--- src/rtl/usr4_params.svh ---
`ifndef USR4_PARAMS_SVH
`define USR4_PARAMS_SVH

// -----------------------------------------------------------------
// sizes
// -----------------------------------------------------------------
`define USR4_STAGES 4
`define USR4_FIFO_DEPTH 16

// -----------------------------------------------------------------
// reset values
// -----------------------------------------------------------------
`define USR4_STAGE_RESET 4'h0
`define USR4_EDGE_RESET 1'b0

// -----------------------------------------------------------------
// mode select field positions
// -----------------------------------------------------------------
`define USR4_MODE_HI_POS 1
`define USR4_MODE_LO_POS 0

// -----------------------------------------------------------------
// timing
// -----------------------------------------------------------------
`define USR4_CLK_PERIOD_NS 100

`endif

--- src/rtl/usr4_pkg.sv ---
package usr4_pkg;

   // -----------------------------------------------------------------
   // operating modes
   // -----------------------------------------------------------------
   typedef enum logic [1:0] {
      USR4_HOLD,
      USR4_SHIFT_RIGHT,
      USR4_SHIFT_LEFT,
      USR4_LOAD
   } usr4_mode_t;

endpackage : usr4_pkg

--- src/rtl/usr4_shift_reg.sv ---
// Overview of operation
// (RL1) Four stages each drive their own output and data can move through them either way.
// (RL2) A low on the clear input empties every stage and forces every output low at once.
// (RL3) With both mode selects high each rising shift clock edge loads the four parallel inputs; here an edge is refused while the word stream is full.
// (RL4) With mode_sel_lo high only, each rising edge moves every stage one place toward out3; here an edge is refused while the word stream is full.
// (RL5) In right shift serial_in_right enters out0, and it is ignored in every other mode.
// (RL6) With mode_sel_hi high only, each rising edge moves every stage one place toward out0; here an edge is refused while the word stream is full.
// (RL7) In left shift serial_in_left enters out3, and it is ignored in every other mode.
// (RL8) With both mode selects low the stages keep their values across edges.
// (RL9) With the shift clock resting low or high the outputs never change.
// (RL10) Every new stage value comes from the values held just before the edge, all at once.
// (RL11) State is kept with no shift clock activity and any clocking rate down to zero works.
// (RL12) The driving logic keeps mode and used data steady around each edge and frees clear before it.
`include "usr4_params.svh"
`timescale 1ns/1ps
`default_nettype none

// -----------------------------------------------------------------
// word fifo
// -----------------------------------------------------------------
module usr4_fifo #(
   parameter int WIDTH = `USR4_STAGES,
   parameter int DEPTH = `USR4_FIFO_DEPTH
) (
   // clock and reset
   input wire logic clk_in,
   input wire logic srst_in,
   // fill side
   input wire logic in_valid_in,
   output logic in_ready_out,
   input wire logic [WIDTH-1:0] in_data_in,
   // drain side
   output logic out_valid_out,
   input wire logic out_ready_in,
   output logic [WIDTH-1:0] out_data_out
);
   localparam int AW = $clog2(DEPTH);

   if (DEPTH < 2 || (DEPTH & (DEPTH - 1)) != 0)
   begin : g_bad_depth
      $error("fifo depth must be a power of two of at least two");
   end
   if (WIDTH < 1)
   begin : g_bad_width
      $error("fifo width must be at least one");
   end

   logic [WIDTH-1:0] mem [DEPTH];
   logic [WIDTH-1:0] next_mem [DEPTH];
   logic [AW-1:0] wr_ptr;
   logic [AW-1:0] next_wr_ptr;
   logic [AW-1:0] rd_ptr;
   logic [AW-1:0] next_rd_ptr;
   logic [AW:0] count;
   logic [AW:0] next_count;
   logic push;
   logic pop;

   assign in_ready_out = (count != DEPTH[AW:0]);
   assign out_valid_out = (count != '0);
   assign out_data_out = mem[rd_ptr];
   assign push = in_valid_in && in_ready_out;
   assign pop = out_valid_out && out_ready_in;

   always_comb
   begin
      next_mem = mem;
      next_wr_ptr = wr_ptr;
      next_rd_ptr = rd_ptr;
      next_count = count;
      if (push)
      begin
         next_mem[wr_ptr] = in_data_in;
         next_wr_ptr = wr_ptr + 1'b1;
      end
      if (pop)
      begin
         next_rd_ptr = rd_ptr + 1'b1;
      end
      if (push && !pop)
      begin
         next_count = count + 1'b1;
      end
      else if (pop && !push)
      begin
         next_count = count - 1'b1;
      end
   end

   always_ff @(posedge clk_in)
   begin
      if (srst_in)
      begin
         for (int i = 0; i < DEPTH; i++)
         begin
            mem[i] <= '0;
         end
         wr_ptr <= '0;
         rd_ptr <= '0;
         count <= '0;
      end
      else
      begin
         mem <= next_mem;
         wr_ptr <= next_wr_ptr;
         rd_ptr <= next_rd_ptr;
         count <= next_count;
      end
   end
endmodule : usr4_fifo

// -----------------------------------------------------------------
// universal shift register
// -----------------------------------------------------------------
module usr4_shift_reg #(
   parameter int FIFO_DEPTH = `USR4_FIFO_DEPTH
) (
   // clock and reset
   input wire logic clk_in,
   input wire logic srst_in,
   // device pins
   input wire logic clear_n_in,
   input wire logic shift_clk_in,
   input wire logic mode_sel_hi_in,
   input wire logic mode_sel_lo_in,
   input wire logic par_in0_in,
   input wire logic par_in1_in,
   input wire logic par_in2_in,
   input wire logic par_in3_in,
   input wire logic serial_in_right_in,
   input wire logic serial_in_left_in,
   // stage outputs
   output logic out0_out,
   output logic out1_out,
   output logic out2_out,
   output logic out3_out,
   // stream of stage words
   output logic word_valid_out,
   input wire logic word_ready_in,
   output logic [`USR4_STAGES-1:0] word_data_out,
   // edge refused while stream full
   output logic edge_dropped_out
);
   localparam int N = `USR4_STAGES;

   if (FIFO_DEPTH < 2)
   begin : g_bad_fifo_depth
      $error("fifo depth must be at least two");
   end

   // -----------------------------------------------------------------
   // mode decode
   // -----------------------------------------------------------------
   function automatic usr4_pkg::usr4_mode_t usr4_decode(input logic [1:0] sel);
      usr4_pkg::usr4_mode_t m;
      m = usr4_pkg::USR4_HOLD;
      unique case ({sel[`USR4_MODE_HI_POS], sel[`USR4_MODE_LO_POS]})
         2'h3: m = usr4_pkg::USR4_LOAD;
         2'h1: m = usr4_pkg::USR4_SHIFT_RIGHT;
         2'h2: m = usr4_pkg::USR4_SHIFT_LEFT;
         2'h0: m = usr4_pkg::USR4_HOLD;
      endcase
      return m;
   endfunction : usr4_decode

   logic [N-1:0] stage;
   logic [N-1:0] next_stage;
   logic clk_prev;
   logic next_clk_prev;
   logic dropped;
   logic next_dropped;
   logic rise;
   logic step;
   logic fifo_ready;
   logic push;
   logic [N-1:0] par_word;
   logic [1:0] sel;
   usr4_pkg::usr4_mode_t mode;

   assign par_word = {par_in3_in, par_in2_in, par_in1_in, par_in0_in};
   assign sel = {mode_sel_hi_in, mode_sel_lo_in};
   assign mode = usr4_decode(sel);
   // only a rising shift clock edge moves the stages
   assign rise = shift_clk_in && !clk_prev; // RL9 RL11
   assign step = rise && clear_n_in && fifo_ready;
   assign push = step && (mode != usr4_pkg::USR4_HOLD);

   // -----------------------------------------------------------------
   // stage update
   // -----------------------------------------------------------------
   always_comb
   begin
      next_stage = stage; // RL8 RL11
      if (!clear_n_in)
      begin
         next_stage = `USR4_STAGE_RESET; // RL2
      end
      else if (step)
      begin
         unique case (mode)
            usr4_pkg::USR4_LOAD:
            begin
               next_stage = par_word; // RL3
            end
            usr4_pkg::USR4_SHIFT_RIGHT:
            begin
               next_stage = {stage[N-2:0], serial_in_right_in}; // RL4 RL5 RL10
            end
            usr4_pkg::USR4_SHIFT_LEFT:
            begin
               next_stage = {serial_in_left_in, stage[N-1:1]}; // RL6 RL7 RL10
            end
            usr4_pkg::USR4_HOLD:
            begin
               next_stage = stage; // RL8
            end
         endcase
      end
   end

   always_ff @(posedge clk_in)
   begin
      if (srst_in)
      begin
         stage <= `USR4_STAGE_RESET;
      end
      else
      begin
         stage <= next_stage; // RL1
      end
   end

   // -----------------------------------------------------------------
   // shift clock edge history
   // -----------------------------------------------------------------
   always_comb
   begin
      next_clk_prev = shift_clk_in; // RL9
   end

   always_ff @(posedge clk_in)
   begin
      if (srst_in)
      begin
         clk_prev <= `USR4_EDGE_RESET;
      end
      else
      begin
         clk_prev <= next_clk_prev;
      end
   end

   // -----------------------------------------------------------------
   // refused edge pulse
   // -----------------------------------------------------------------
   always_comb
   begin
      next_dropped = rise && clear_n_in && !fifo_ready;
   end

   always_ff @(posedge clk_in)
   begin
      if (srst_in)
      begin
         dropped <= 1'b0;
      end
      else
      begin
         dropped <= next_dropped;
      end
   end

   // -----------------------------------------------------------------
   // outputs
   // -----------------------------------------------------------------
   // clear forces outputs low without waiting for an edge
   assign out0_out = stage[0] && clear_n_in; // RL2
   assign out1_out = stage[1] && clear_n_in;
   assign out2_out = stage[2] && clear_n_in;
   assign out3_out = stage[3] && clear_n_in;
   assign edge_dropped_out = dropped;

   // -----------------------------------------------------------------
   // word stream
   // -----------------------------------------------------------------
   usr4_fifo #(
      .WIDTH(N),
      .DEPTH(FIFO_DEPTH)
   ) u_fifo (
      .clk_in(clk_in),
      .srst_in(srst_in),
      .in_valid_in(push),
      .in_ready_out(fifo_ready),
      .in_data_in(next_stage),
      .out_valid_out(word_valid_out),
      .out_ready_in(word_ready_in),
      .out_data_out(word_data_out)
   );
endmodule : usr4_shift_reg

`default_nettype wire
--- config.mk ---
export PLATFORM = sky130hd
export DESIGN_NAME = usr4_shift_reg
export DESIGN_NICKNAME = d
export VERILOG_FILES = /design/src/rtl/usr4_pkg.sv /design/src/rtl/usr4_shift_reg.sv
export VERILOG_INCLUDE_DIRS = /design/src /design/src/rtl
export SDC_FILE = /design/constraint.sdc
export NUM_CORES = 1
export LEC_CHECK = 0
export BUFFER_PORTS_ARGS = -buffer_cell sky130_fd_sc_hd__buf_2
export CORE_MARGIN = 3
export CORE_UTILIZATION = 55
export CTS_CLUSTER_DIAMETER = 30
export DETAILED_ROUTE_END_ITERATION = 7
export GPL_TIMING_DRIVEN = 0
export PLACE_DENSITY = 0.76
export SLEW_MARGIN = 20
export SYNTH_ARGS = -nofsm -noshare
export SYNTH_HDL_FRONTEND = slang
export SYNTH_HIERARCHICAL = 1
export SYNTH_SLANG_ARGS = --single-unit
--- constraint.sdc ---
create_clock -name clk_in -period 3.3 [get_ports clk_in]
set_input_delay 0.33 -clock clk_in [delete_from_list [all_inputs] [get_ports clk_in]]
set_output_delay 0.33 -clock clk_in [all_outputs]
set_load 0.01 [all_outputs]
==> impl_metrics.json, run 1 <==
{
  "wl_per_cell_um": 17.7,
  "diodes": 0,
  "cp_num_buf_inv": 4,
  "cap_violations": 0,
  "max_freq_mhz": 328,
  "crit_top_cell": "ha_1",
  "rsz0062_at_grt": "false",
  "synthAdderAreaFrac": 0.0306,
  "worstSetupPathType": "flip-flop to flip-flop",
  "ys.flop_type": "dfxtp_1",
  "p_per_area_mw_per_mm2": 558,
  "run_status": "complete, no violations",
  "core_mm2": 0.00745,
  "syn-num-nets": 405,
  "fin_crit_sh": 0.925,
  "drtIter0Drc": 162,
  "final_hold_viol_count": 0,
  "drive_gt1_frac": 0.237,
  "portBuffers": 21,
  "place_congestion": 0.849,
  "fin_nets": 440,
  "num_vias": 2998,
  "antenna_left": 0,
  "synth_edf_count": 0,
  "path_delay_family": "buffers and inverters",
  "vdd_drop_max_mv": 0.493,
  "muxShareOfSynthArea": 0.261,
  "grt_pass1_wl_um": 14900,
  "layout_common_cells": "nor2_1, dfxtp_1, mux2i_1, buf_2, mux4_2",
  "ys_top_cells_by_area": "dfxtp_1, mux2i_1, mux4_2",
  "crit_arrival_ps": 3300,
  "synth_top_family_by_area": "multiplexers",
  "post-place-cells": 502,
  "finalWorstSetupSlack_ps": 248,
  "fillers": 618,
  "synth_xor_area_frac": 0.0162,
  "slew_headroom": 0.593,
  "clk_latency_ps": 350,
  "netlist_area_mm2": 0.00433,
  "path_max_fanout": 19,
  "place_hpwl_um": 6710,
  "setup_viol": 0,
  "cp_slowest_stage_delay_ps": 350,
  "routed-wl-met3_um": 316,
  "cpMaxStageDelayCell": "mux2_2",
  "grt_pass1_vias": 2961,
  "worst_slew_pin_slew_ps": 610,
  "drc": 0,
  "synthToLayoutAreaGrowth_pct": 10.9,
  "vias_per_cell": 5.75,
  "dieArea_mm2": 0.00898,
  "wl_met2_um": 4540,
  "cts_tree": "built",
  "routed_wl_um": 9210,
  "instances_no_fill": 521,
  "firstDrtPassIters": 5,
  "synth_compound_area_frac": 0.144,
  "start_kind": "flip-flop",
  "numClockSinks": 83,
  "cts_buffer_depth": 2,
  "rows": 31,
  "hold_class": "primary input to flip-flop",
  "grt_max_degree": 20,
  "cts.htree.levels": 3,
  "antenna_found_initial": 0,
  "track_usage": 0.218,
  "synth.avg_cell_area_um2": 11.3,
  "clk_pin_slew_ps": 90,
  "ys_seq_area_frac": 0.384,
  "grt_remaining_overflow": 0,
  "drv_slew": 0,
  "dp_slack_ps": -287,
  "critPathCaptureType": "flip-flop",
  "cp.required_ps": 3550,
  "numCtsBuffers": 9,
  "netlist.area_leader.share": 0.384,
  "layout_commonest_cell": "nor2_1",
  "wl_met1_um": 4270,
  "ios": 23,
  "yosys_warnings": 6,
  "start_util": 0.582,
  "die_h_um": 94.7,
  "synth_top_area_cell": "dfxtp_1",
  "yosys.area_share.simple": 0.121,
  "synth_cell_types": 43,
  "die_x_um": 94.7,
  "leakage_nw": 1.61,
  "min_period_ps": 3050,
  "reg2reg_slack_ps": 250,
  "synthArstFlopShare": 0,
  "synthCells": 382,
  "route.top_layer_used": "met4",
  "synth-seq-cells": 83,
  "clk_root_buffer_cell": "clkbuf_8",
  "cp_cell_sequence": "buf_4 > buf_8 > nand2_1 > and4b_2 > o21a_4 > inv_1 > a21oi_4 > ha_1 > inv_2 > ha_1 > a21oi_1 > a211oi_1 > a31oi_1 > mux2_2",
  "finClkSkew_ps": 6.59
}
-- final timing paths --
path,from,end,cells past startpoint
max,u_fifo/count[4]$_SDFFE_PP0P_,u_fifo/count[4]$_SDFFE_PP0P_,14
min,srst_in,stage[1]$_SDFF_PP0_,2
max reg2reg,u_fifo/count[4]$_SDFFE_PP0P_,u_fifo/count[4]$_SDFFE_PP0P_,14
min reg2reg,u_fifo/mem[18]$_SDFFE_PP0P_,u_fifo/mem[18]$_SDFFE_PP0P_,2
-- worst register-to-register path, cell delays in order (launching register included) --
cell,delay (ps)
dfxtp_1,320
buf_4,230
buf_8,260
nand2_1,140
and4b_2,260
o21a_4,150
inv_1,110
a21oi_4,60
ha_1,230
inv_2,100
ha_1,270
a21oi_1,190
a211oi_1,100
a31oi_1,180
mux2_2,350
-- final cells by class --
cell class | instances | area (um2) | share of cell area
multi-input cells | 263 | 2500 | 0.520
repair buffers | 25 | 135 | 0.0281
plain buffers | 25 | 153 | 0.0318
well taps | 99 | 124 | 0.0258
clock buffers | 10 | 128 | 0.0266
clock inverters | 6 | 65.1 | 0.0135
inverters | 10 | 37.5 | 0.00781
flip-flops and latches | 83 | 1660 | 0.346
-- cells in the mapped netlist, drive strengths merged, types with 2 or more instances --
library cell  number
nor4               2
xnor2              4
nor2              84
nor2b              4
mux2i             67
a32oi              4
dfxtp             83
ha                 9
xor2               4
a2111oi           16
a211oi             2
and2               5
buf               12
a21oi              5
nand3              2
nand3b             2
clkbuf            14
o211ai             2
inv               10
nand2             10
mux4              20
a22oi              8
-- where the power goes --
part           internal (mW)  total (mW)  switching (mW)
logic                  0.342       0.874           0.532
registers               1.04        1.08          0.0444
clock network          0.351       0.724           0.373
total                   1.73        2.68           0.949
-- registers in the layout, summed over array words and instances (netlist names) --
name	cells
u_fifo/mem	64
u_fifo/count	5
stage	4
u_fifo/rd_ptr	4
u_fifo/wr_ptr	4
clk_prev	1
edge_dropped_out	1
-- repair_timing --
item	in CTS	in global routing
setup buffers	2	2
hold buffers	0	0
endpoints found under the setup margin	2	2
pin swaps	1	2
resized for setup	3	5
-- through the flow --
stage | utilization | hold WS (ps) | cell area, um2 | TNS, ps | total power [mW]
CTS | 0.641 | 236 | 4780 | 0 | 2.68
detailed placement | 0.612 | 481 | 4560 | -481 | 1.93
global route | 0.645 | 241 | 4800 | 0 | 2.81
finish | 0.645 | 244 | 4800 | 0 | 2.68
floorplan | - | 402 | 4330 | 0 | 1.78
global placement | 0.612 | 468 | 4560 | -372 | 1.91
-- cells by family (layout without fill, tap and decap cells) --
logic type | after synthesis | in the layout
mux | 88 | 88
buf+inv | 36 | 76
flops | 83 | 83
simple gates | 116 | 116
compound gates | 41 | 41
fa+ha+maj | 10 | 10
xor+xnor | 8 | 8
-- metal layers --
layer,vias up,global-route usage
met2,44,0.349
li1,1449,-
met3,8,0.0526
met1,1497,0.298
met5,-,0
met4,0,0.0493
Power figures use the tool's default switching activity.
==> run 2: changes to the inputs <==
--- a/config.mk
+++ b/config.mk
@@ -13,6 +13,7 @@
 export DETAILED_ROUTE_END_ITERATION = 7
 export GPL_TIMING_DRIVEN = 0
 export PLACE_DENSITY = 0.76
+export REMOVE_ABC_BUFFERS = 1
 export SLEW_MARGIN = 20
 export SYNTH_ARGS = -nofsm -noshare
 export SYNTH_HDL_FRONTEND = slang
==> impl_metrics.json, run 2 (synthesis results as in run 1) <==
{
  "synthToLayoutAreaGrowth_pct": 9.21,
  "grt_pass1_vias": 2812,
  "combPwrFrac": 0.283,
  "p_seq_frac": 0.425,
  "place_congestion": 0.861,
  "cts.htree.levels": 3,
  "cp.required_ps": 3540,
  "start_kind": "flip-flop",
  "fin_crit_sh": 0.940,
  "worstSetupPathType": "flip-flop to flip-flop",
  "fin_hold_ws_ps": 253,
  "diodes": 0,
  "grt_pass1_wl_um": 14000,
  "worstRegToRegCells": 14,
  "p_clk_frac": 0.291,
  "hold_class": "primary input to flip-flop",
  "cp_cell_sequence": "nor4_4 > buf_6 > nand2_1 > and4b_2 > o21a_2 > inv_1 > a21oi_2 > ha_1 > inv_1 > ha_1 > a21o_1 > a21oi_1 > nor4_1 > or3_1",
  "top_register": "u_fifo/mem",
  "antenna_left": 0,
  "clk_pin_slew_ps": 80,
  "hold_depth": 2,
  "finalWorstSetupSlack_ps": 199,
  "stdcell_area_mm2": 0.00473,
  "die_h_um": 94.7,
  "drive_gt1_frac": 0.245,
  "run_status": "complete, no violations",
  "wl_per_cell_um": 17.0,
  "power_switching_share": 0.333,
  "cpMaxStageDelayCell": "or3_1",
  "numClockSinks": 83,
  "grt_max_degree": 87,
  "vdd_drop_max_mv": 0.227,
  "place_area_mm2": 0.00448,
  "p_int_mw": 1.83,
  "cap_violations": 0,
  "slew_headroom": 0.345,
  "clk_root_buffer_cell": "clkbuf_8",
  "dp_slack_ps": -129,
  "core_mm2": 0.00745,
  "p_per_area_mw_per_mm2": 578,
  "finalSetupTns_ps": 0,
  "grt_remaining_overflow": 0,
  "vias_per_cell": 5.77,
  "die_x_um": 94.7,
  "clk_latency_ps": 350,
  "cts_buffer_depth": 2,
  "layout_common_cells": "nor2_1, dfxtp_1, mux2i_1, buf_2, mux4_2",
  "setup_viol": 0,
  "critPathCaptureType": "flip-flop",
  "fin_nets": 419,
  "rows": 31,
  "num_vias": 2877,
  "routed_wl_um": 8480,
  "max_freq_mhz": 322,
  "antenna_found_initial": 0,
  "portBuffers": 22,
  "firstDrtPassIters": 4,
  "numCtsBuffers": 9,
  "track_usage": 0.203,
  "rsz0062_at_grt": "false",
  "start_util": 0.582,
  "dieArea_mm2": 0.00898,
  "drv_slew": 0,
  "largest_reg_flops": 64,
  "holdBufCountCts": 0,
  "finClkSkew_ps": 5.55,
  "worst_slew_pin_slew_ps": 981,
  "path_max_fanout": 5,
  "p_sw_mw": 0.910,
  "leakage_nw": 1.57,
  "place_hpwl_um": 5590,
  "crit_arrival_ps": 3340,
  "drc": 0,
  "reg_top3": "u_fifo/mem x64, u_fifo/count x5",
  "cts_tree": "built",
  "drtIter0Drc": 121,
  "min_period_ps": 3100,
  "layout_commonest_cell": "nor2_1",
  "finalPower_mw": 2.74,
  "ios": 23,
  "cp_slowest_stage_delay_ps": 390,
  "final_hold_viol_count": 0
}
==> run 2: cell types whose count changed in the layout (fill, tap and decap cells not counted), moves of 2 or more <==
cell and change:
clkbuf_1 -14, a21oi_2 +2, dfxtp_1 -5, clkinv_2 -2, buf_2 -4, dfxtp_2 +4
==> run 2: what timing repair did <==
action	CTS	global route
setup buffers	1	2
resized for setup	1	7
endpoints found under the setup margin	2	2
pin swaps	1	0
==> run 2: layout make-up <==
class	instances	area, um2
Clock inverter	4	75.1
Fill cell	606	2720
Inverter	10	37.5
Clock buffer	11	141
Multi-Input combinational cell	263	2490
Timing Repair Buffer	29	193
Tap cell	99	124
Sequential cell	83	1670
==> run 2: power groups by stage <==
stage                     Clock [mW]  Sequential, mW  Combinational [mW]
after floorplan                    0            1.22               0.455
after global placement             0            1.25               0.547
after detailed placement           0            1.23               0.688
after CTS                      0.818            1.21               0.704
after global routing           0.866            1.18               0.831
final                          0.797            1.16               0.775
==> run 2: final timing paths <==
check	slack [ps]	endpoint	from
worst min register to register	490	u_fifo/mem[10]$_SDFFE_PP0P_	u_fifo/mem[10]$_SDFFE_PP0P_
worst min-delay path	250	clk_prev$_SDFF_PP0_	shift_clk_in
worst max-delay path	200	u_fifo/count[3]$_SDFFE_PP0P_	u_fifo/count[3]$_SDFFE_PP0P_
worst max register to register	200	u_fifo/count[3]$_SDFFE_PP0P_	u_fifo/count[3]$_SDFFE_PP0P_
==> run 2: metrics by stage <==
| stage | instances | utilization |
|---|---|---|
| 4_1_cts | 497 | 0.632 |
| 6_report | 499 | 0.635 |
| 3_3_place_gp | 477 | 0.593 |
| 2_1_floorplan | 356 | - |
| 3_5_place_dp | 481 | 0.601 |
| 5_1_grt | 499 | 0.635 |
==> run 2: per-layer routing <==
| metal | track usage | vias to the layer above | wire [um] |
|---|---|---|---|
| li1 | - | 1402 | - |
| met1 | 0.267 | 1404 | 4040 |
| met2 | 0.320 | 60 | 3930 |
| met3 | 0.0494 | 11 | 369 |
| met4 | 0.0841 | 0 | 146 |
| met5 | 0 | - | 0 |
==> run 2: critical path, delay by kind of cell, from the launching register on <==
family,cells,cell delay [ps]
AOI/OAI and AO/OA,4,610
and+or+nand+nor,5,1150
buffers and inverters,3,410
adders and majority gates,2,470
DFF,1,360
